===== src/pkg/failover_pkg.sv =====
/*
 * Shared types and constants of the dual-input failover switch.
 * Assumes one 100 MHz clock drives the switch, its delay lines and its FIFO.
 */
package failover_pkg;

    localparam int CLK_PERIOD_NS = 10;
    // Holdoff timers count in steps of one millisecond.
    localparam int HOLDOFF_TICK_NS = 1000000;
    localparam int HOLDOFF_TICK_CYC = HOLDOFF_TICK_NS / CLK_PERIOD_NS;

    localparam int DATA_W = 8;
    localparam int ID_W = 16;
    localparam int HOLD_W = 16;
    localparam int DLY_W = 4;
    localparam int OFS_W = 8;
    localparam int FIFO_DEPTH = 16;

    localparam logic [OFS_W-1:0] OFS_MAX = 8'hFF;
    localparam logic [DLY_W-1:0] DLY_ZERO = 4'h0;

    // Input index: 0 is logical input 1, 1 is logical input 2.
    localparam logic IN_ONE = 1'b0;
    localparam logic IN_TWO = 1'b1;

    typedef enum logic [1:0] {
        PREF_NONE = 2'b00,
        PREF_IN1 = 2'b01,
        PREF_IN2 = 2'b10
    } pref_t;

    // Direction mode: one-way changeover or both ways.
    localparam logic DIR_ONE_WAY = 1'b0;
    localparam logic DIR_BOTH = 1'b1;

    typedef enum logic [1:0] {
        AUTO_OFF = 2'b00,
        AUTO_ACTIVE = 2'b01,
        AUTO_CHANGED = 2'b10
    } auto_state_t;

    typedef struct packed {
        logic valid;
        logic [DATA_W-1:0] data;
    } word_t;

    localparam int WORD_W = DATA_W + 1;

endpackage


===== src/core/failover_switch.sv =====
/*
 * Failover controller for two logical transport-stream inputs, with the
 * alignment delay lines and the output FIFO in the same file.
 * Assumes the input interfaces and the operator settings are synchronous
 * to CLK, and that stream sources hold their word while STREAM_READY is low.
 */
`timescale 1ns/100ps

module fifo_buf #(
    parameter int WIDTH = 9,
    parameter int DEPTH = 16
) (
    input wire logic CLK,
    input wire logic ARST_N,
    input wire logic [WIDTH-1:0] wr_data,
    input wire logic wr_valid,
    output logic wr_ready,
    output logic [WIDTH-1:0] rd_data,
    output logic rd_valid,
    input wire logic rd_ready
);
    localparam int AW = $clog2(DEPTH);
    logic [WIDTH-1:0] mem_r [DEPTH];
    logic [AW-1:0] wp_r;
    logic [AW-1:0] rp_r;
    logic [AW:0] cnt_r;
    wire do_wr = wr_valid && wr_ready;
    wire do_rd = rd_valid && rd_ready;

    assign wr_ready = (cnt_r != (AW+1)'(DEPTH));
    assign rd_valid = (cnt_r != '0);
    assign rd_data = mem_r[rp_r];

    always_ff @(posedge CLK or negedge ARST_N) begin
        if (!ARST_N) begin
            wp_r <= '0;
            rp_r <= '0;
            cnt_r <= '0;
        end else begin
            if (do_wr) begin
                wp_r <= (wp_r == AW'(DEPTH-1)) ? '0 : wp_r + 1'b1;
            end
            if (do_rd) begin
                rp_r <= (rp_r == AW'(DEPTH-1)) ? '0 : rp_r + 1'b1;
            end
            cnt_r <= cnt_r + (AW+1)'(do_wr) - (AW+1)'(do_rd);
        end
    end

    always_ff @(posedge CLK) begin
        if (do_wr) begin
            mem_r[wp_r] <= wr_data;
        end
    end
endmodule

module delay_line #(
    parameter int WIDTH = 9,
    parameter int TAP_W = 4
) (
    input wire logic CLK,
    input wire logic ARST_N,
    input wire logic shift_en,
    input wire logic [TAP_W-1:0] tap,
    input wire logic [WIDTH-1:0] din,
    output logic [WIDTH-1:0] dout
);
    localparam int DEPTH = 1 << TAP_W;
    logic [WIDTH-1:0] sr_r [DEPTH];

    // Tap zero passes the input straight on, so feeds outside multi-frequency mode cost no delay.
    assign dout = (tap == '0) ? din : sr_r[tap - 1'b1];

    always_ff @(posedge CLK or negedge ARST_N) begin
        if (!ARST_N) begin
            for (int i = 0; i < DEPTH; i++) begin
                sr_r[i] <= '0;
            end
        end else if (shift_en) begin
            sr_r[0] <= din;
            for (int i = 1; i < DEPTH; i++) begin
                sr_r[i] <= sr_r[i-1];
            end
        end
    end
endmodule

module failover_switch #(
    parameter int TICK_CYC = failover_pkg::HOLDOFF_TICK_CYC,
    parameter int DEPTH = failover_pkg::FIFO_DEPTH
) (
    input wire logic CLK,
    input wire logic ARST_N,
    input wire logic IN1_OK,
    input wire logic IN2_OK,
    input wire logic [failover_pkg::ID_W-1:0] IN1_STREAM_ID,
    input wire logic [failover_pkg::ID_W-1:0] IN2_STREAM_ID,
    input wire logic IN1_SOP,
    input wire logic IN2_SOP,
    input wire failover_pkg::word_t IN1_WORD,
    input wire failover_pkg::word_t IN2_WORD,
    output logic STREAM_READY,
    output failover_pkg::word_t OUT_WORD,
    output logic OUT_VALID,
    input wire logic OUT_READY,
    input wire logic AUTO_EN,
    input wire failover_pkg::pref_t PREF_SEL,
    input wire logic MANUAL_SEL,
    input wire logic DIRECTION_MODE,
    input wire logic [failover_pkg::HOLD_W-1:0] TO_STANDBY_HOLDOFF,
    input wire logic [failover_pkg::HOLD_W-1:0] SWITCHBACK_HOLDOFF,
    input wire logic SEAMLESS_EN,
    input wire logic MULTI_FREQ_MODE,
    input wire logic [failover_pkg::DLY_W-1:0] MAX_DELAY,
    input wire logic STANDBY_MON_EN,
    output logic ACTIVE_SEL,
    output failover_pkg::auto_state_t AUTO_STATE,
    output logic READY_IND,
    output logic SEAMLESS_OK,
    output logic [failover_pkg::OFS_W-1:0] ARRIVAL_OFFSET,
    output logic EARLY_SEL,
    output logic STANDBY_WARN
);
    localparam int TW = $clog2(TICK_CYC + 1);

    failover_pkg::auto_state_t state_r, state_nxt;
    logic act_r, act_nxt;
    logic [TW-1:0] div_r;
    logic [failover_pkg::HOLD_W-1:0] hold_r;
    logic man_q_r;
    failover_pkg::pref_t pref_q_r;
    logic [failover_pkg::OFS_W-1:0] since1_r, since2_r, ofs_r;
    logic early_r;
    logic warn_r;

    // Decoding of the current situation; inputs arrive on this clock.
    wire tick = (div_r == TW'(TICK_CYC - 1));
    wire ok1 = IN1_OK;
    wire ok2 = IN2_OK;
    wire act_ok = act_r ? ok2 : ok1;
    wire oth_ok = act_r ? ok1 : ok2;
    wire has_pref = (PREF_SEL != failover_pkg::PREF_NONE);
    wire pref_idx = (PREF_SEL == failover_pkg::PREF_IN2);
    wire home_idx = has_pref ? pref_idx : man_q_r;
    wire at_home = (act_r == home_idx);
    wire one_way = (DIRECTION_MODE == failover_pkg::DIR_ONE_WAY);
    wire changed = (state_r == failover_pkg::AUTO_CHANGED);
    wire man_evt = (MANUAL_SEL != man_q_r);
    wire pref_evt = (PREF_SEL != pref_q_r) && has_pref;

    // Seamless changeover needs both feeds, one stream, and in multi-frequency mode enough delay.
    wire ids_same = (IN1_STREAM_ID == IN2_STREAM_ID);
    wire ofs_fits = (ofs_r <= failover_pkg::OFS_W'(MAX_DELAY));
    wire seamless = SEAMLESS_EN && ok1 && ok2 && ids_same &&
                    (!MULTI_FREQ_MODE || ofs_fits);

    // Leaving home uses the to-standby holdoff, returning the switchback one.
    wire want_leave = at_home && !act_ok && oth_ok && !changed;
    // With preference, return on recovery or on standby loss; with both
    // failed this lands on the preferred input and stays there.
    wire want_back_pref = has_pref && !at_home && !one_way &&
                          (oth_ok || !act_ok);
    // Equal priority keeps the new input until it fails as well.
    wire want_back_eq = !has_pref && !at_home && !one_way &&
                        !act_ok && oth_ok;
    wire want = AUTO_EN && (want_leave || want_back_pref || want_back_eq);
    wire [failover_pkg::HOLD_W-1:0] guard =
        want_leave ? TO_STANDBY_HOLDOFF : SWITCHBACK_HOLDOFF;
    wire go = want && (seamless || hold_r >= guard);
    wire man_ok = !has_pref || !at_home;

    always_comb begin
        act_nxt = act_r;
        state_nxt = state_r;
        if (!AUTO_EN) begin
            act_nxt = MANUAL_SEL;
            state_nxt = failover_pkg::AUTO_OFF;
        end else if (pref_evt) begin
            act_nxt = pref_idx;
            state_nxt = failover_pkg::AUTO_ACTIVE;
        end else if (man_evt && man_ok) begin
            act_nxt = MANUAL_SEL;
            // Picking the home input again re-arms a one-way switch.
            if (MANUAL_SEL == home_idx || !has_pref) begin
                state_nxt = failover_pkg::AUTO_ACTIVE;
            end
        end else if (go) begin
            act_nxt = !act_r;
            if (want_leave && one_way) begin
                state_nxt = failover_pkg::AUTO_CHANGED;
            end else begin
                state_nxt = failover_pkg::AUTO_ACTIVE;
            end
        end else if (state_r == failover_pkg::AUTO_OFF) begin
            state_nxt = failover_pkg::AUTO_ACTIVE;
        end
    end

    always_ff @(posedge CLK or negedge ARST_N) begin
        if (!ARST_N) begin
            state_r <= failover_pkg::AUTO_OFF;
            act_r <= failover_pkg::IN_ONE;
            man_q_r <= failover_pkg::IN_ONE;
            pref_q_r <= failover_pkg::PREF_NONE;
        end else begin
            state_r <= state_nxt;
            act_r <= act_nxt;
            man_q_r <= MANUAL_SEL;
            pref_q_r <= PREF_SEL;
        end
    end

    // The holdoff count only grows through an unbroken wish to switch.
    always_ff @(posedge CLK or negedge ARST_N) begin
        if (!ARST_N) begin
            div_r <= '0;
            hold_r <= '0;
        end else begin
            div_r <= tick ? '0 : div_r + 1'b1;
            if (!want || go) begin
                hold_r <= '0;
            end else if (tick && hold_r != '1) begin
                hold_r <= hold_r + 1'b1;
            end
        end
    end

    // The offset is the age of the other feed's last packet start, taken
    // when a packet starts; it saturates, so far-apart feeds read as full.
    always_ff @(posedge CLK or negedge ARST_N) begin
        if (!ARST_N) begin
            since1_r <= failover_pkg::OFS_MAX;
            since2_r <= failover_pkg::OFS_MAX;
            ofs_r <= failover_pkg::OFS_MAX;
            early_r <= failover_pkg::IN_ONE;
        end else begin
            since1_r <= IN1_SOP ? failover_pkg::OFS_W'(1'b1) :
                        (since1_r == failover_pkg::OFS_MAX) ? since1_r :
                        since1_r + 1'b1;
            since2_r <= IN2_SOP ? failover_pkg::OFS_W'(1'b1) :
                        (since2_r == failover_pkg::OFS_MAX) ? since2_r :
                        since2_r + 1'b1;
            if (IN2_SOP && !IN1_SOP) begin
                ofs_r <= since1_r;
                early_r <= failover_pkg::IN_ONE;
            end else if (IN1_SOP && !IN2_SOP) begin
                ofs_r <= since2_r;
                early_r <= failover_pkg::IN_TWO;
            end else if (IN1_SOP) begin
                ofs_r <= '0;
            end
        end
    end

    // Earlier feed waits the full max delay, the later one the remainder.
    wire [failover_pkg::DLY_W-1:0] rest = !ofs_fits ? failover_pkg::DLY_ZERO :
        MAX_DELAY - failover_pkg::DLY_W'(ofs_r);
    wire [failover_pkg::DLY_W-1:0] tap1 = !MULTI_FREQ_MODE ?
        failover_pkg::DLY_ZERO : (early_r == failover_pkg::IN_ONE) ?
        MAX_DELAY : rest;
    wire [failover_pkg::DLY_W-1:0] tap2 = !MULTI_FREQ_MODE ?
        failover_pkg::DLY_ZERO : (early_r == failover_pkg::IN_TWO) ?
        MAX_DELAY : rest;

    failover_pkg::word_t dly1, dly2;
    logic fifo_wr_ready;
    logic [failover_pkg::WORD_W-1:0] fifo_rd;

    delay_line #(.WIDTH(failover_pkg::WORD_W), .TAP_W(failover_pkg::DLY_W))
    u_dly1 (
        .CLK(CLK), .ARST_N(ARST_N),
        .shift_en(fifo_wr_ready),
        .tap(tap1),
        .din(IN1_WORD),
        .dout(dly1)
    );

    delay_line #(.WIDTH(failover_pkg::WORD_W), .TAP_W(failover_pkg::DLY_W))
    u_dly2 (
        .CLK(CLK), .ARST_N(ARST_N),
        .shift_en(fifo_wr_ready),
        .tap(tap2),
        .din(IN2_WORD),
        .dout(dly2)
    );

    // A full FIFO stalls the delay lines and, through STREAM_READY, the feeds.
    wire failover_pkg::word_t sel_word = act_r ? dly2 : dly1;

    fifo_buf #(.WIDTH(failover_pkg::WORD_W), .DEPTH(DEPTH)) u_fifo (
        .CLK(CLK),
        .ARST_N(ARST_N),
        .wr_data(sel_word),
        .wr_valid(sel_word.valid),
        .wr_ready(fifo_wr_ready),
        .rd_data(fifo_rd),
        .rd_valid(OUT_VALID),
        .rd_ready(OUT_READY)
    );

    // Standby loss is only reported while monitoring is switched on.
    always_ff @(posedge CLK or negedge ARST_N) begin
        if (!ARST_N) begin
            warn_r <= 1'b0;
        end else begin
            warn_r <= STANDBY_MON_EN && !oth_ok;
        end
    end

    assign STREAM_READY = fifo_wr_ready;
    assign OUT_WORD = fifo_rd;
    assign ACTIVE_SEL = act_r;
    assign AUTO_STATE = state_r;
    assign READY_IND = (state_r == failover_pkg::AUTO_ACTIVE);
    assign SEAMLESS_OK = seamless;
    assign ARRIVAL_OFFSET = ofs_r;
    assign EARLY_SEL = early_r;
    assign STANDBY_WARN = warn_r;
endmodule


===== config.mk =====
export PLATFORM = sky130hd
export DESIGN_NAME = failover_switch
export DESIGN_NICKNAME = d
export VERILOG_FILES = /design/src/pkg/failover_pkg.sv /design/src/core/failover_switch.sv
export SDC_FILE = /design/constraint.sdc
export NUM_CORES = 1
export LEC_CHECK = 0
export BUFFER_PORTS_ARGS = -buffer_cell sky130_fd_sc_hd__clkbuf_2
export CAP_MARGIN = 40
export CORE_MARGIN = 4
export CORE_UTILIZATION = 39
export CTS_CLUSTER_SIZE = 8
export DETAILED_ROUTE_END_ITERATION = 10
export PLACE_DENSITY = 0.66
export SYNTH_ARGS = -nofsm -noshare
export SYNTH_HDL_FRONTEND = slang
export SYNTH_SLANG_ARGS = --single-unit
export TNS_END_PERCENT = 100

===== constraint.sdc =====
create_clock -name CLK -period 5.9 [get_ports CLK]
set_input_delay 0 -clock CLK [delete_from_list [all_inputs] [get_ports CLK]]
set_output_delay 0 -clock CLK [all_outputs]
set_load 0.02 [all_outputs]

[Yosys cells after proc, flatten, opt, wreduce, memory -nomap -nowiden]
Memory sizes are Yosys's and may differ from the RTL's.
Cells that the tools add are included.
Operators by class
  reduce and logical (&&, ||, !) cells: 52
  add/subtract/negate cells: 11
  shift operators: 0
  multipliers: 0
  $lt $le $gt $ge: 4
  eq/ne operators: 20
  mux-type cells: 45
  divide/modulo/power cells: 0
  bitwise gates (word level): 3
Operator list (count)
  binary-select mux 9 bit (select 4 bit): 2
  2-to-1 mux 9 bit: 7
  2-to-1 mux 8 bit: 7
  2-to-1 mux 16 bit: 3
  2-to-1 mux 4 bit: 7
  logical AND 1 bit: 25
  adder 17 x 1 -> 17 bit (second input constant): 1
  equality test 17 bit (second input constant): 1
  2-to-1 mux 17 bit: 1
  adder 16 x 1 -> 16 bit (second input constant): 1
  adder 8 x 1 -> 8 bit (second input constant): 2
  equality test 16 bit: 1
  equality test 8 bit (second input constant): 2
  >= comparator 16 bit: 1
  != test 16 bit (second input constant): 1
  2-to-1 mux 2 bit: 7
  2-to-1 mux 1 bit: 11
  >= comparator 5 bit (second input constant): 2
  logical NOT 1 bit: 10
  NOT 4 -> 5 bit: 2
  adder 4 x 1 -> 4 bit (second input constant): 2
  equality test 4 bit (second input constant): 2
  <= comparator 8 x 4 -> 1 bit: 1
  logical NOT 4 bit: 2
  21 further kinds: 34
Storage, ports and cells
  bits of input ports: 101
  memories: 1
  memory bits (read-only): 0
  bits in writable memories: 144
  word-level logic and storage cells: 182
  output and inout bits: 26
  bits in latches: 0
  bits in registers: 366
Memory list
  u_fifo.mem_r: words 16, width 9, rd ports 1, clocked after memory_dff 0, write ports 1, RTL line failover_switch.sv:23  | logic [WIDTH-1:0] mem_r [DEPTH];

[Logic depth before layout (Yosys ltp)]
Gate-level depths: netlist (run 1).
  depth after elaboration: 15
  mapped depth: 26
  gate-level depth less buffers: 23

[Cells and area by module]
Synthesis (run 1) repeated with hierarchy kept, for this count alone.
Second synthesis, totals
  cells, all modules: 1852
  area total of the unflattened synthesis: 25077.8 µm²
Modules (own cells, without submodules)
  delay_line: cells each 503, sequential area each 3603.5 µm², area each 7065.5 µm², times used 2
  fifo_buf: cells each 338, sequential area each 4649.5 µm², area each 6363.6 µm², times used 1
  failover_switch: cells each 508, sequential area each 1656.6 µm², area each 4583.1 µm², times used 1

[Least setup slack after synthesis (run 1)]
OpenSTA, ideal clock, no wires.
  kind: register -> register
  start point: register ofs_r (netlist bit ARRIVAL_OFFSET[1])
  end point: register u_fifo.cnt_r[4]
  arrival: 5.517 ns
  path buffers: 3
  slack: 0.303 ns
  period minus slack after synthesis: 5.597 ns
  setup time: 0.080 ns
  cell stages (with the launch flop): 26
  data required time: 5.820 ns
  cells stage by stage: dfstp_2 > ha_1 > nor2b_1 > o31ai_1 > nand3_1 > o21ai_2 > buf_2 > inv_1 > ha_1 > buf_1 > mux2_2 > o22a_1 > o22ai_1 > nor2_1 > mux4_2 > a21oi_1 > nor3_4 > buf_6 > ha_1 > inv_1 > fa_1 > inv_1 > a21oi_1 > nor2_1 > nor2_1 > xnor2_1
Between the ends
  word-level cells in the longest chain between the ends: 14
  elaborated cells on any way between the ends: 25
  classes of those cells: add/sub (5); order compare (1); mux (14); bitwise (2); reduce/logical (3)
Ends and longest elaborated chain
  from (decl): RTL line failover_switch.sv:132  | logic [failover_pkg::OFS_W-1:0] since1_r, since2_r, ofs_r;
  from (signal assigned): RTL line failover_switch.sv:234  | ofs_r <= failover_pkg::OFS_MAX;
  from (signal assigned): RTL line failover_switch.sv:244  | ofs_r <= since1_r;
  from (signal assigned): RTL line failover_switch.sv:247  | ofs_r <= since2_r;
  <= comparator 8 x 4 -> 1 bit / subtractor 4 bit (equally long branches): RTL line failover_switch.sv:153, failover_switch.sv:257
  2-to-1 mux 4 bit (*): RTL line failover_switch.sv:256  | wire [failover_pkg::DLY_W-1:0] rest = !ofs_fits ? failover_pkg::DLY_ZERO :
  2-to-1 mux 4 bit, on equally long branches: RTL line failover_switch.sv:259, failover_switch.sv:262
  2-to-1 mux 4 bit, on equally long branches: RTL line failover_switch.sv:258, failover_switch.sv:261
  subtractor 4 x 1 -> 4 bit: RTL line failover_switch.sv:72  | assign dout = (tap == '0) ? din : sr_r[tap - 1'b1];
  NOT 4 -> 5 bit (not written as such): RTL line failover_switch.sv:72
  binary-select mux 9 bit (select 4 bit): RTL line failover_switch.sv:72
  2-to-1 mux 9 bit (not written as such) (2 in a row): RTL line failover_switch.sv:72
  2-to-1 mux 9 bit: RTL line failover_switch.sv:72
  2-to-1 mux 9 bit (*): RTL line failover_switch.sv:288  | wire failover_pkg::word_t sel_word = act_r ? dly2 : dly1;
  logical AND 1 bit (*): RTL line failover_switch.sv:27  | wire do_wr = wr_valid && wr_ready;
  via u_fifo.do_wr: RTL line failover_switch.sv:27
  adder 5 x 1 -> 5 bit (*): RTL line failover_switch.sv:46  | cnt_r <= cnt_r + (AW+1)'(do_wr) - (AW+1)'(do_rd);
  subtractor 5 x 1 -> 5 bit (*): RTL line failover_switch.sv:46
  to (signal assigned): RTL line failover_switch.sv:46
  to (decl): RTL line failover_switch.sv:26  | logic [AW:0] cnt_r;
Mark *: on every way through the listed nets, which the timed path passes. The rest lies on a longest branch. The select of a mux whose other input is x is not followed.
A chain may end at the register's enable or synchronous reset.

[Final worst setup path (run 1)]
  start point: register ofs_r (netlist bit ARRIVAL_OFFSET[1])
  end point: register u_fifo.cnt_r[4]
Between the ends
  word-level cells in the longest chain between the ends: 14
  elaborated cells on any way between the ends: 25
  classes of those cells: add/sub (5); order compare (1); mux (14); bitwise (2); reduce/logical (3)
Ends and longest elaborated chain (RTL line)
  <= comparator 8 x 4 -> 1 bit / subtractor 4 bit (equally long branches): failover_switch.sv:153, failover_switch.sv:257
  2-to-1 mux 4 bit (*): failover_switch.sv:256
  2-to-1 mux 4 bit, on equally long branches: failover_switch.sv:259, failover_switch.sv:262
  2-to-1 mux 4 bit, on equally long branches: failover_switch.sv:258, failover_switch.sv:261
  subtractor 4 x 1 -> 4 bit: failover_switch.sv:72
  NOT 4 -> 5 bit (not written as such): failover_switch.sv:72
  binary-select mux 9 bit (select 4 bit): failover_switch.sv:72
  2-to-1 mux 9 bit (not written as such) (2 in a row): failover_switch.sv:72
  2-to-1 mux 9 bit: failover_switch.sv:72
  2-to-1 mux 9 bit (*): failover_switch.sv:288
  logical AND 1 bit (*): failover_switch.sv:27
  adder 5 x 1 -> 5 bit (*): failover_switch.sv:46
  subtractor 5 x 1 -> 5 bit (*): failover_switch.sv:46
Mark *: on every way between the ends. The rest lies on a longest branch, timed or not. The select of a mux whose other input is x is not followed.

==> results of run 1 <==
==> per-stage QoR <==
| stage | hold WS (ns) | setup slack (ns) | power (W) |
|---|---|---|---|
| 2_1_floorplan | -0.2956 | 0.3026 | 0.008661 |
| 3_3_place_gp | 0.1086 | 0.6255 | 0.009812 |
| 3_5_place_dp | 0.1087 | 0.4807 | 0.01014 |
| 4_1_cts | 0.1012 | 0.3854 | 0.01399 |
| 5_1_grt | 0.1267 | 0.02140 | 0.01475 |
| 6_report | 0.03477 | 0.3520 | 0.01384 |
==> routing by layer <==
metal  vias to the layer above  GRT usage (%)
li1                       8161              -
met1                      8286          22.43
met2                       419          27.54
met3                        92          3.523
met4                         0          5.137
met5                         -              0
==> kinds of logic (layout without fill, tap and decap cells) <==
family,count (synthesis),in the layout,share of synthesized area (%)
compound gates,210,210,5.702
fa+ha+maj,45,45,2.388
mux,187,187,12.32
xor+xnor,61,61,2.207
flops,510,510,55.83
simple gates,1126,1126,19.01
buf+inv,156,340,2.533
==> power groups by stage <==
stage                     logic [W]  clock network, W  registers (W)
after CTS                   0.00434           0.00385        0.00580
after floorplan             0.00310                 0        0.00556
after global routing        0.00479           0.00402        0.00595
after detailed placement    0.00429                 0        0.00585
after global placement      0.00403                 0        0.00579
final                       0.00428           0.00375        0.00581
==> final cells by class <==
| class | instances | area share [%] |
|---|---|---|
| inverters | 36 | 0.5045 |
| multi-input cells | 1629 | 35.76 |
| clock buffers | 105 | 7.071 |
| clock inverters | 3 | 0.09293 |
| flip-flops and latches | 510 | 47.80 |
| repair buffers | 196 | 5.071 |
| well taps | 837 | 3.704 |
==> sequential cells by signal, summed over array words and instances (netlist names), 8 cells and up <==
| register | count |
|---|---|
| since2_r | 8 |
| hold_r | 16 |
| u_dly1.sr_r | 144 |
| ARRIVAL_OFFSET | 8 |
| div_r | 17 |
| since1_r | 8 |
| u_dly2.sr_r | 144 |
| u_fifo.mem_r | 144 |
==> final timing paths <==
path                       depth (start not counted)          endpoint              start
setup reg to reg                                  22   u_fifo.cnt_r[4]  ARRIVAL_OFFSET[1]
hold / removal                                     2    u_dly2.sr_r[1]             ARST_N
hold reg to reg                                    1          div_r[4]           div_r[4]
max in group asynchronous                          4       since2_r[1]             ARST_N
min in group CLK                                   4  u_dly2.sr_r[136]        IN2_WORD[1]
setup / recovery                                  22   u_fifo.cnt_r[4]  ARRIVAL_OFFSET[1]
==> placed cells by master (no fill, tap or decap), drive strengths merged, types with 30 or more instances in the layout <==
master / count
buf: 41
edfxtp: 144
mux2i: 82
inv: 39
dlygate4sd3: 30
o21ai: 44
clkbuf: 230
dfrtp: 342
nor2: 57
a21oi: 63
nand3: 30
nand2: 930
ha: 43
xnor2: 44
mux4: 87
==> impl_metrics.yaml, run 1 <==
sta:
  worstMarginPinSlew_ns: 0.9678
  hold_viol: 0
  max-slew-margin-rel_pct: 35.48
  rsz0062_at_grt: "false"
  finalCriticalPeriod_ns: 5.548
  finalMaxSlewViolations: 0
  clock.fmax_mhz: 180.2
  finalCritPeriodShare_pct: 94.03
  fin_setup_tns_ns: 0
  finClkSkew_ns: 0.02721
  setup_viol: 0
detailed_routing:
  wl_met1_mm: 24.30
  first_pass_iters: 5
  detail-route-antenna-nets: 0
  post-route-drc-count: 0
  route.met2.wl_mm: 26.97
  detail_route.wl_per_cell_um: 16.80
  wl_met3_mm: 3.093
  top_layer: "met4"
  avgViaCountPerCell: 5.114
  drt-initial-drc-count: 1579
  routed_wl_mm: 55.71
  route.vias.total: 16960
critical_path:
  crit_path_max_fanout: 9
  crit_slowest_cell: "a21oi_1"
  required_ns: 6.40
  rrSetupSlack_ns: 0.35
  cp-end-kind: "register"
  crit_family: "compound AO/OA/AOI/OAI gates"
  arrival_ns: 6.05
  critPathLaunchType: "register"
  critPathKind: "register to register"
  slowest_delay_ns: 0.58
  critPathBufInv: 3
  path_cells: "ha_1 -> nor2b_1 -> o31ai_1 -> nand3_1 -> o21ai_4 -> inv_1 -> ha_1 -> mux2_2 -> o22a_1 -> o22ai_1 -> nor2_1 -> mux4_2 -> a21oi_1 -> nor3_4 -> ha_1 -> inv_1 -> fa_1 -> inv_1 -> a21oi_1 -> nor2_1 -> nor2_1 -> xnor2_1"
synth:
  yosysTopAreaCell: "dfrtp_1"
  synth_top_flop_cell: "dfrtp_1"
  synth_area_leaders: "dfrtp_1 (35%), edfxtp_1 (18%), nand2_1 (14%), mux4_2 (8.1%), mux2i_1 (3.4%)"
  yosysUniqueCellTypes: 70
  synth-seq-cells: 510
  synth_top_area_share_pct: 35.36
  yosys_warnings: 0
  syn_area_um2: 24200
  syn_nets: 2441
  syn_inst: 2295
  synthArstFlopShare_pct: 71.76
  ys_top_cells_by_count: "nand2_1 (930), dfrtp_1 (342), edfxtp_1 (144)"
  synth.most_common_cell: "nand2_1"
  yosysSeqAreaShare_pct: 55.83
  synth_edf_count: 144
  synth_area_per_cell_um2: 10.55
power_and_ir_drop:
  p_leak_nw: 12.81
  switching_power_w: 0.004698
  vdd.ir_drop.worst_v: 0.0002098
  powerDensity_nw_per_um2: 489.6
  clkPwrFrac_pct: 27.1
  p_int_w: 0.009145
  power_frac_comb_pct: 30.9
  pwr-share-seq_pct: 42.0
  swShare_pct: 33.94
placed_design:
  dp_hpwl_mm: 36.74
  io_buffer_count: 126
  gp_congestion: 0.8561
  placed_area_um2: 25950
  placedCellCount: 3178
final_layout:
  fillers: 5592
  final_area_um2: 28270
  syn2layout_area_growth_pct: 16.82
  regArea_um2: 13510
  final_nets: 2592
  layout-drive-gt1-share_pct: 15.77
  multi_input_area_um2: 10110
  final_cells: 3316
  num_antenna_cells: 0
  finish.utilization_pct: 45.90
floorplan:
  rows: 91
  dieArea_um2: 66110
  die_w_um: 257.1
  start_util_pct: 39.29
  die_height_um: 257.1
  coreArea_um2: 61600
  io_pins: 127
clock_tree:
  hold_buffers: 30
  clk_pin_slew_ns: 0.05
  cts_buffers: 73
  root_buffer: "clkbuf_16"
  cts_resized: 0
  clock_sinks: 510
  cts_tree: "built"
  clock_path_buffers: 3
  cts_setup_buffers: 0
  htree_levels: 3
  clk_latency_ns: 0.59
flow_run:
  drv_cap: 0
global_routing:
  antenna_found_initial: 0
  grt_usage_pct: 16.73
  grt_pass1_wl_mm: 90.41
  grt-ovfl-total: 0
  grt_pass1_vias: 17040
  grt_max_degree: 119
run_status:
  outcome: "completed"
min_path:
  hold_class: "input pin to asynchronous set/reset pin"
Power figures use the tool's default switching activity.
==> run 2: changes to the inputs <==
--- a/config.mk
+++ b/config.mk
@@ -5,10 +5,12 @@
 export SDC_FILE = /design/constraint.sdc
 export NUM_CORES = 1
 export LEC_CHECK = 0
-export BUFFER_PORTS_ARGS = -buffer_cell sky130_fd_sc_hd__clkbuf_2
+export BUFFER_PORTS_ARGS = -buffer_cell sky130_fd_sc_hd__buf_2
 export CAP_MARGIN = 40
+export CORE_ASPECT_RATIO = 1.4
 export CORE_MARGIN = 4
 export CORE_UTILIZATION = 39
+export CTS_BUF_LIST = sky130_fd_sc_hd__clkbuf_8
 export CTS_CLUSTER_SIZE = 8
 export DETAILED_ROUTE_END_ITERATION = 10
 export PLACE_DENSITY = 0.66
==> run 2 against run 1 <==
  * Register-to-register slack better by 0.17 ns
  * Cell area fell by 2.4%
  * Clock power down 25%
  * Final cell count increased by 0.27%
  * Die area about the same
  * Highest routed layer unchanged
  * Total power decreased by 7.2%
  * Wire length fell by 0.51%
  * Sequential share of layout area rose by 1.2 points
  * Sequential cell count is the same
  * Fmax is 3.1% higher
==> impl_metrics.yaml, run 2 (synthesis results as in run 1) <==
run_status:
  outcome: "completed"
critical_path:
  arrival_ns: 5.92
  r2r.worst_path.cells: 22
  cp_num_cells: 22
  critPathBufInv: 3
  crit_path_max_fanout: 10
  r2r_start: "ARRIVAL_OFFSET[1]"
  critPathLaunchType: "register"
  crit_slowest_cell: "dfstp_2"
  critPathKind: "register to register"
  crit_end: "u_fifo.cnt_r[4]"
  crit_start: "ARRIVAL_OFFSET[1]"
  cp-end-kind: "register"
  rrSetupSlack_ns: 0.52
  path_cells: "ha_1 -> nor2b_1 -> o31ai_1 -> nand3_1 -> o21ai_4 -> inv_1 -> ha_1 -> mux2_2 -> o22a_1 -> o22ai_1 -> nor2_1 -> mux4_2 -> a21oi_1 -> nor3_4 -> ha_1 -> inv_1 -> fa_1 -> inv_1 -> a21oi_1 -> nor2_1 -> nor2_1 -> xnor2_1"
  r2r_end: "u_fifo.cnt_r[4]"
  slowest_delay_ns: 0.57
  crit_family: "compound AO/OA/AOI/OAI gates"
  required_ns: 6.44
global_routing:
  antenna_found_initial: 1
  grt_max_degree: 150
  grt_pass1_wl_mm: 90.31
  grt_pass1_vias: 17290
  grt_usage_pct: 16.79
  grt-ovfl-total: 0
sta:
  max-slew-margin-rel_pct: 36.13
  setup_viol: 0
  hold_viol: 0
  finalCritPeriodShare_pct: 91.20
  rsz0062_at_grt: "false"
  clock.fmax_mhz: 185.8
  whs_ns: 0.08131
  finalCriticalPeriod_ns: 5.381
  finalWorstSetupSlack_ns: 0.5191
  finalMaxSlewViolations: 0
  fin_setup_tns_ns: 0
  worstMarginPinSlew_ns: 0.9581
  finClkSkew_ns: 0.03992
detailed_routing:
  avgViaCountPerCell: 5.149
  post-route-drc-count: 0
  detail_route.wl_per_cell_um: 16.67
  drt-initial-drc-count: 1167
  route.vias.total: 17120
  first_pass_iters: 7
  detail-route-antenna-nets: 0
  routed_wl_mm: 55.43
floorplan:
  die_height_um: 302.8
  io_pins: 127
  rows: 107
  start_util_pct: 39.56
  coreArea_um2: 61180
  die_w_um: 218.5
  dieArea_um2: 66170
clock_tree:
  cts_setup_buffers: 0
  clk_pin_slew_ns: 0.07
  cts_tree: "built"
  root_buffer: "clkbuf_8"
  clock_path_buffers: 3
  clk_latency_ns: 0.66
  clock_sinks: 510
  htree_levels: 3
  cts_buffers: 78
placed_design:
  dpl_worst_slack_ns: 0.5517
  placedCellCount: 3152
  io_buffer_count: 126
  gp_congestion: 0.8900
  dp_hpwl_mm: 36.89
final_layout:
  regArea_um2: 13510
  layout-drive-gt1-share_pct: 16.04
  layout_commonest_cell: "nand2_1"
  final_cells: 3325
  syn2layout_area_growth_pct: 14.01
  largest_registers: "u_dly1.sr_r x144, u_dly2.sr_r x144, u_fifo.mem_r x144"
  final_cell_mix: "nand2_1 (930), dfrtp_1 (341), edfxtp_1 (144), buf_2 (125), clkbuf_8 (88)"
  fillers: 5597
  final_nets: 2594
  multi_input_area_um2: 10100
min_path:
  hold_class: "input pin to register"
power_and_ir_drop:
  powerDensity_nw_per_um2: 465.6
  p_leak_nw: 12.67
  vdd.ir_drop.worst_v: 0.0001788
flow_run:
  drv_cap: 0
[run 2: cell count changes in the layout (fill, tap and decap cells not counted), moves of 6 or more]
cell / before / now
clkbuf_16: 75 / 0
buf_16: 9 / 3
inv_1: 34 / 77
buf_2: 0 / 125
clkbuf_8: 1 / 88
clkbuf_2: 125 / 0
clkbuf_1: 29 / 0
[run 2: per-stage QoR]
step,power [W],instance area (um^2),util [%]
6_report,0.01285,27590,45.10
5_1_grt,0.01375,27590,45.10
4_1_cts,0.01300,27590,45.10
3_5_place_dp,0.01011,25760,42.10
3_3_place_gp,0.009847,25660,41.94
2_1_floorplan,0.008661,24200,-
[run 2: worst min-delay path by stage]
stage	endpoint	depth (start not counted)	start	slack, ns
floorplan	ACTIVE_SEL	0	ARST_N	-0.30
global placement	STANDBY_WARN	1	ARST_N	0.06
detailed placement	STANDBY_WARN	1	ARST_N	0.06
CTS	since2_r[5]	3	IN2_SOP	0.01
global route	since2_r[5]	3	IN2_SOP	0.08
finish	since2_r[5]	3	IN2_SOP	0.08
[run 2: layout make-up]
class,count,area share [%]
flip-flops and latches,510,48.98
multi-input cells,1629,36.62
repair buffers,193,4.784
clock buffers,88,4.389
well taps,817,3.705
clock inverters,51,1.002
inverters,36,0.5169
diodes,1,0.009069
[run 2: routing by layer]
layer / share of wire [%] / vias to the layer above / track usage [%]
li1: - / 8145 / -
met1: 41 / 8479 / 20.89
met2: 51 / 396 / 29.47
met3: 4.3 / 101 / 2.645
met4: 3.3 / 0 / 6.518
met5: 0 / - / 0
[run 2: repair_timing]
item | 4_1_cts | 5_1_grt
resized for setup | 0 | 0
endpoints found under the setup margin | 0 | 0
hold buffers | 33 | 0
hold endpoints to repair | 131 | 0
[run 2: tightest hold or removal path: cells and delay by family]
family          cells  cell delay (ns)
buf+inv             2             0.67
compound gates      1             0.05
[run 2: power breakdown]
| part | internal [W] | switching (W) |
|---|---|---|
| Clock | 0.00146 | 0.00137 |
| Sequential | 0.00497 | 0.000854 |
| Combinational | 0.00182 | 0.00238 |
==> run 3: changes to the inputs <==
--- a/config.mk
+++ b/config.mk
@@ -13,6 +13,7 @@
 export CTS_BUF_LIST = sky130_fd_sc_hd__clkbuf_8
 export CTS_CLUSTER_SIZE = 8
 export DETAILED_ROUTE_END_ITERATION = 10
+export GPL_TIMING_DRIVEN = 0
 export PLACE_DENSITY = 0.66
 export SYNTH_ARGS = -nofsm -noshare
 export SYNTH_HDL_FRONTEND = slang
==> run 3 against run 2 <==
  * First-iteration DRC count rose by 17%
  * Combinational power up 4.8%
  * Critical path depth down 6
  * Hold slack improved by 0.014 ns
  * Sequential share of layout area fell by 0.49 points
  * Final cell count increased by 2.8%
  * Via count increased by 2.6%
  * Clock power down 4%
  * Global-route usage up 1.6 points
  * Clock skew down 0.018 ns
  * Critical endpoint is now u_fifo.mem_r[2][0]
  * Largest power group unchanged
==> impl_metrics.yaml, run 3 (synthesis results as in run 1) <==
detailed_routing:
  detail_route.wl_per_cell_um: 17.71
  detail-route-antenna-nets: 0
  route.vias.total: 17560
  post-route-drc-count: 0
  avgViaCountPerCell: 5.137
  routed_wl_mm: 60.55
  drt-initial-drc-count: 1364
  first_pass_iters: 6
critical_path:
  path_cells: "ha_1 -> nor2b_1 -> o31ai_2 -> a22oi_1 -> buf_2 -> clkbuf_4 -> buf_4 -> ha_2 -> clkbuf_2 -> clkbuf_2 -> mux4_2 -> mux2i_1 -> a21oi_1 -> mux2i_1 -> a21oi_1 -> buf_4"
  rrSetupSlack_ns: 0.23
  arrival_ns: 6.05
  critPathKind: "register to register"
  crit_family: "buffers and inverters"
  critPathBufInv: 6
  r2r_start: "ARRIVAL_OFFSET[1]"
  crit_path_max_fanout: 12
  crit_start: "ARRIVAL_OFFSET[1]"
  cp-end-kind: "register"
  crit_slowest_cell: "dfstp_2"
  slowest_delay_ns: 0.57
  required_ns: 6.29
  critPathLaunchType: "register"
clock_tree:
  clock_sinks: 510
  cts_tree: "built"
  cts_buffers: 78
  clock_path_buffers: 3
  root_buffer: "clkbuf_8"
  clk_pin_slew_ns: 0.06
  clk_latency_ns: 0.65
  htree_levels: 3
sta:
  max-slew-margin-rel_pct: 40.79
  finalCriticalPeriod_ns: 5.666
  finalMaxSlewViolations: 0
  hold_viol: 0
  setup_viol: 0
  whs_ns: 0.09530
  finalCritPeriodShare_pct: 96.03
  rsz0062_at_grt: "true"
  clock.fmax_mhz: 176.5
  worstMarginPinSlew_ns: 0.8814
  finClkSkew_ns: 0.02208
final_layout:
  layout_commonest_cell: "nand2_1"
  final_area_um2: 27870
  fillers: 5620
  regArea_um2: 13510
  largest_registers: "u_dly1.sr_r x144, u_dly2.sr_r x144, u_fifo.mem_r x144"
  final_cells: 3419
  layout-drive-gt1-share_pct: 15.23
  final_nets: 2693
  syn2layout_area_growth_pct: 15.14
  final_cell_mix: "nand2_1 (930), dfrtp_1 (342), edfxtp_1 (144), buf_2 (133), clkbuf_8 (90)"
  multi_input_area_um2: 10120
power_and_ir_drop:
  p_leak_nw: 12.71
  powerDensity_nw_per_um2: 463.5
  vdd.ir_drop.worst_v: 0.0001838
min_path:
  hp-start: "PREF_SEL[0]"
  hold_class: "input pin to register"
placed_design:
  gp_congestion: 0.8732
  placed_area_um2: 26040
  placedCellCount: 3252
  io_buffer_count: 126
  dp_hpwl_mm: 44.19
global_routing:
  antenna_found_initial: 2
  grt_usage_pct: 18.43
  grt_pass1_vias: 18150
  grt-ovfl-total: 0
  grt_max_degree: 126
  grt_pass1_wl_mm: 97.23
floorplan:
  dieArea_um2: 66170
  rows: 107
  die_w_um: 218.5
  io_pins: 127
  die_height_um: 302.8
  start_util_pct: 39.56
  coreArea_um2: 61180
run_status:
  outcome: "completed"
flow_run:
  drv_cap: 0
run 3: stage by stage:
step                setup TNS (ns)  setup slack [ns]  util (%)  power [W]
floorplan                        0            0.3026         -   0.008661
global placement           -976.95            -2.206     42.26   0.009963
detailed placement         -130.52           -0.8013     42.57    0.01025
CTS                              0          0.002451     45.48    0.01302
global route              -0.03648          -0.03648     45.54    0.01378
finish                           0            0.2341     45.55    0.01292
run 3: timing repair:
action | in CTS | in global routing
hold buffers | 33 | 0
endpoints found under the hold margin | 179 | 0
setup buffers | 0 | 0
pin swaps | 0 | 0
setup endpoints to repair | 295 | 83
resized for setup | 8 | 8
run 3: final timing paths:
kind	to	depth (start not counted)
worst max-delay path	u_fifo.mem_r[2][0]	16
worst min-delay path	pref_q_r[0]	2
worst max register to register	u_fifo.mem_r[2][0]	16
worst min register to register	u_dly2.sr_r[5]	2
max in group asynchronous	u_dly2.sr_r[1]	6
min in group asynchronous	AUTO_STATE[1]	4
run 3: layout make-up:
type                            count  share of cell area, %
Tap cell                          817                  3.668
Buffer                            119                  1.769
Timing Repair Buffer              173                  4.184
Clock inverter                     43                 0.6420
Clock buffer                       90                  4.445
Inverter                           36                 0.4849
Multi-Input combinational cell   1629                  36.30
Antenna cell                        2                0.01796
Sequential cell                   510                  48.49
run 3: worst reg2reg max path, delay by kind of cell (launching register included):
kind / cells / cell delay, ns
buf+inv: 6 / 1.89
compound gates: 4 / 0.93
flops: 1 / 0.57
simple gates: 1 / 0.17
fa+ha+maj: 2 / 0.77
mux: 3 / 1.07
run 3: power by group:
part,switching (W),internal [W]
clock,0.00134,0.00138
sequential,0.000826,0.00497
combinational,0.00255,0.00185
run 3: layer usage:
layer  track usage [%]  routed length [um]  vias to the layer above
li1                  -                   -                     8370
met1             22.29               23910                     8619
met2             32.89               31470                      456
met3             2.535                2881                      119
met4             8.054                2288                        0
met5                 0                   0                        -
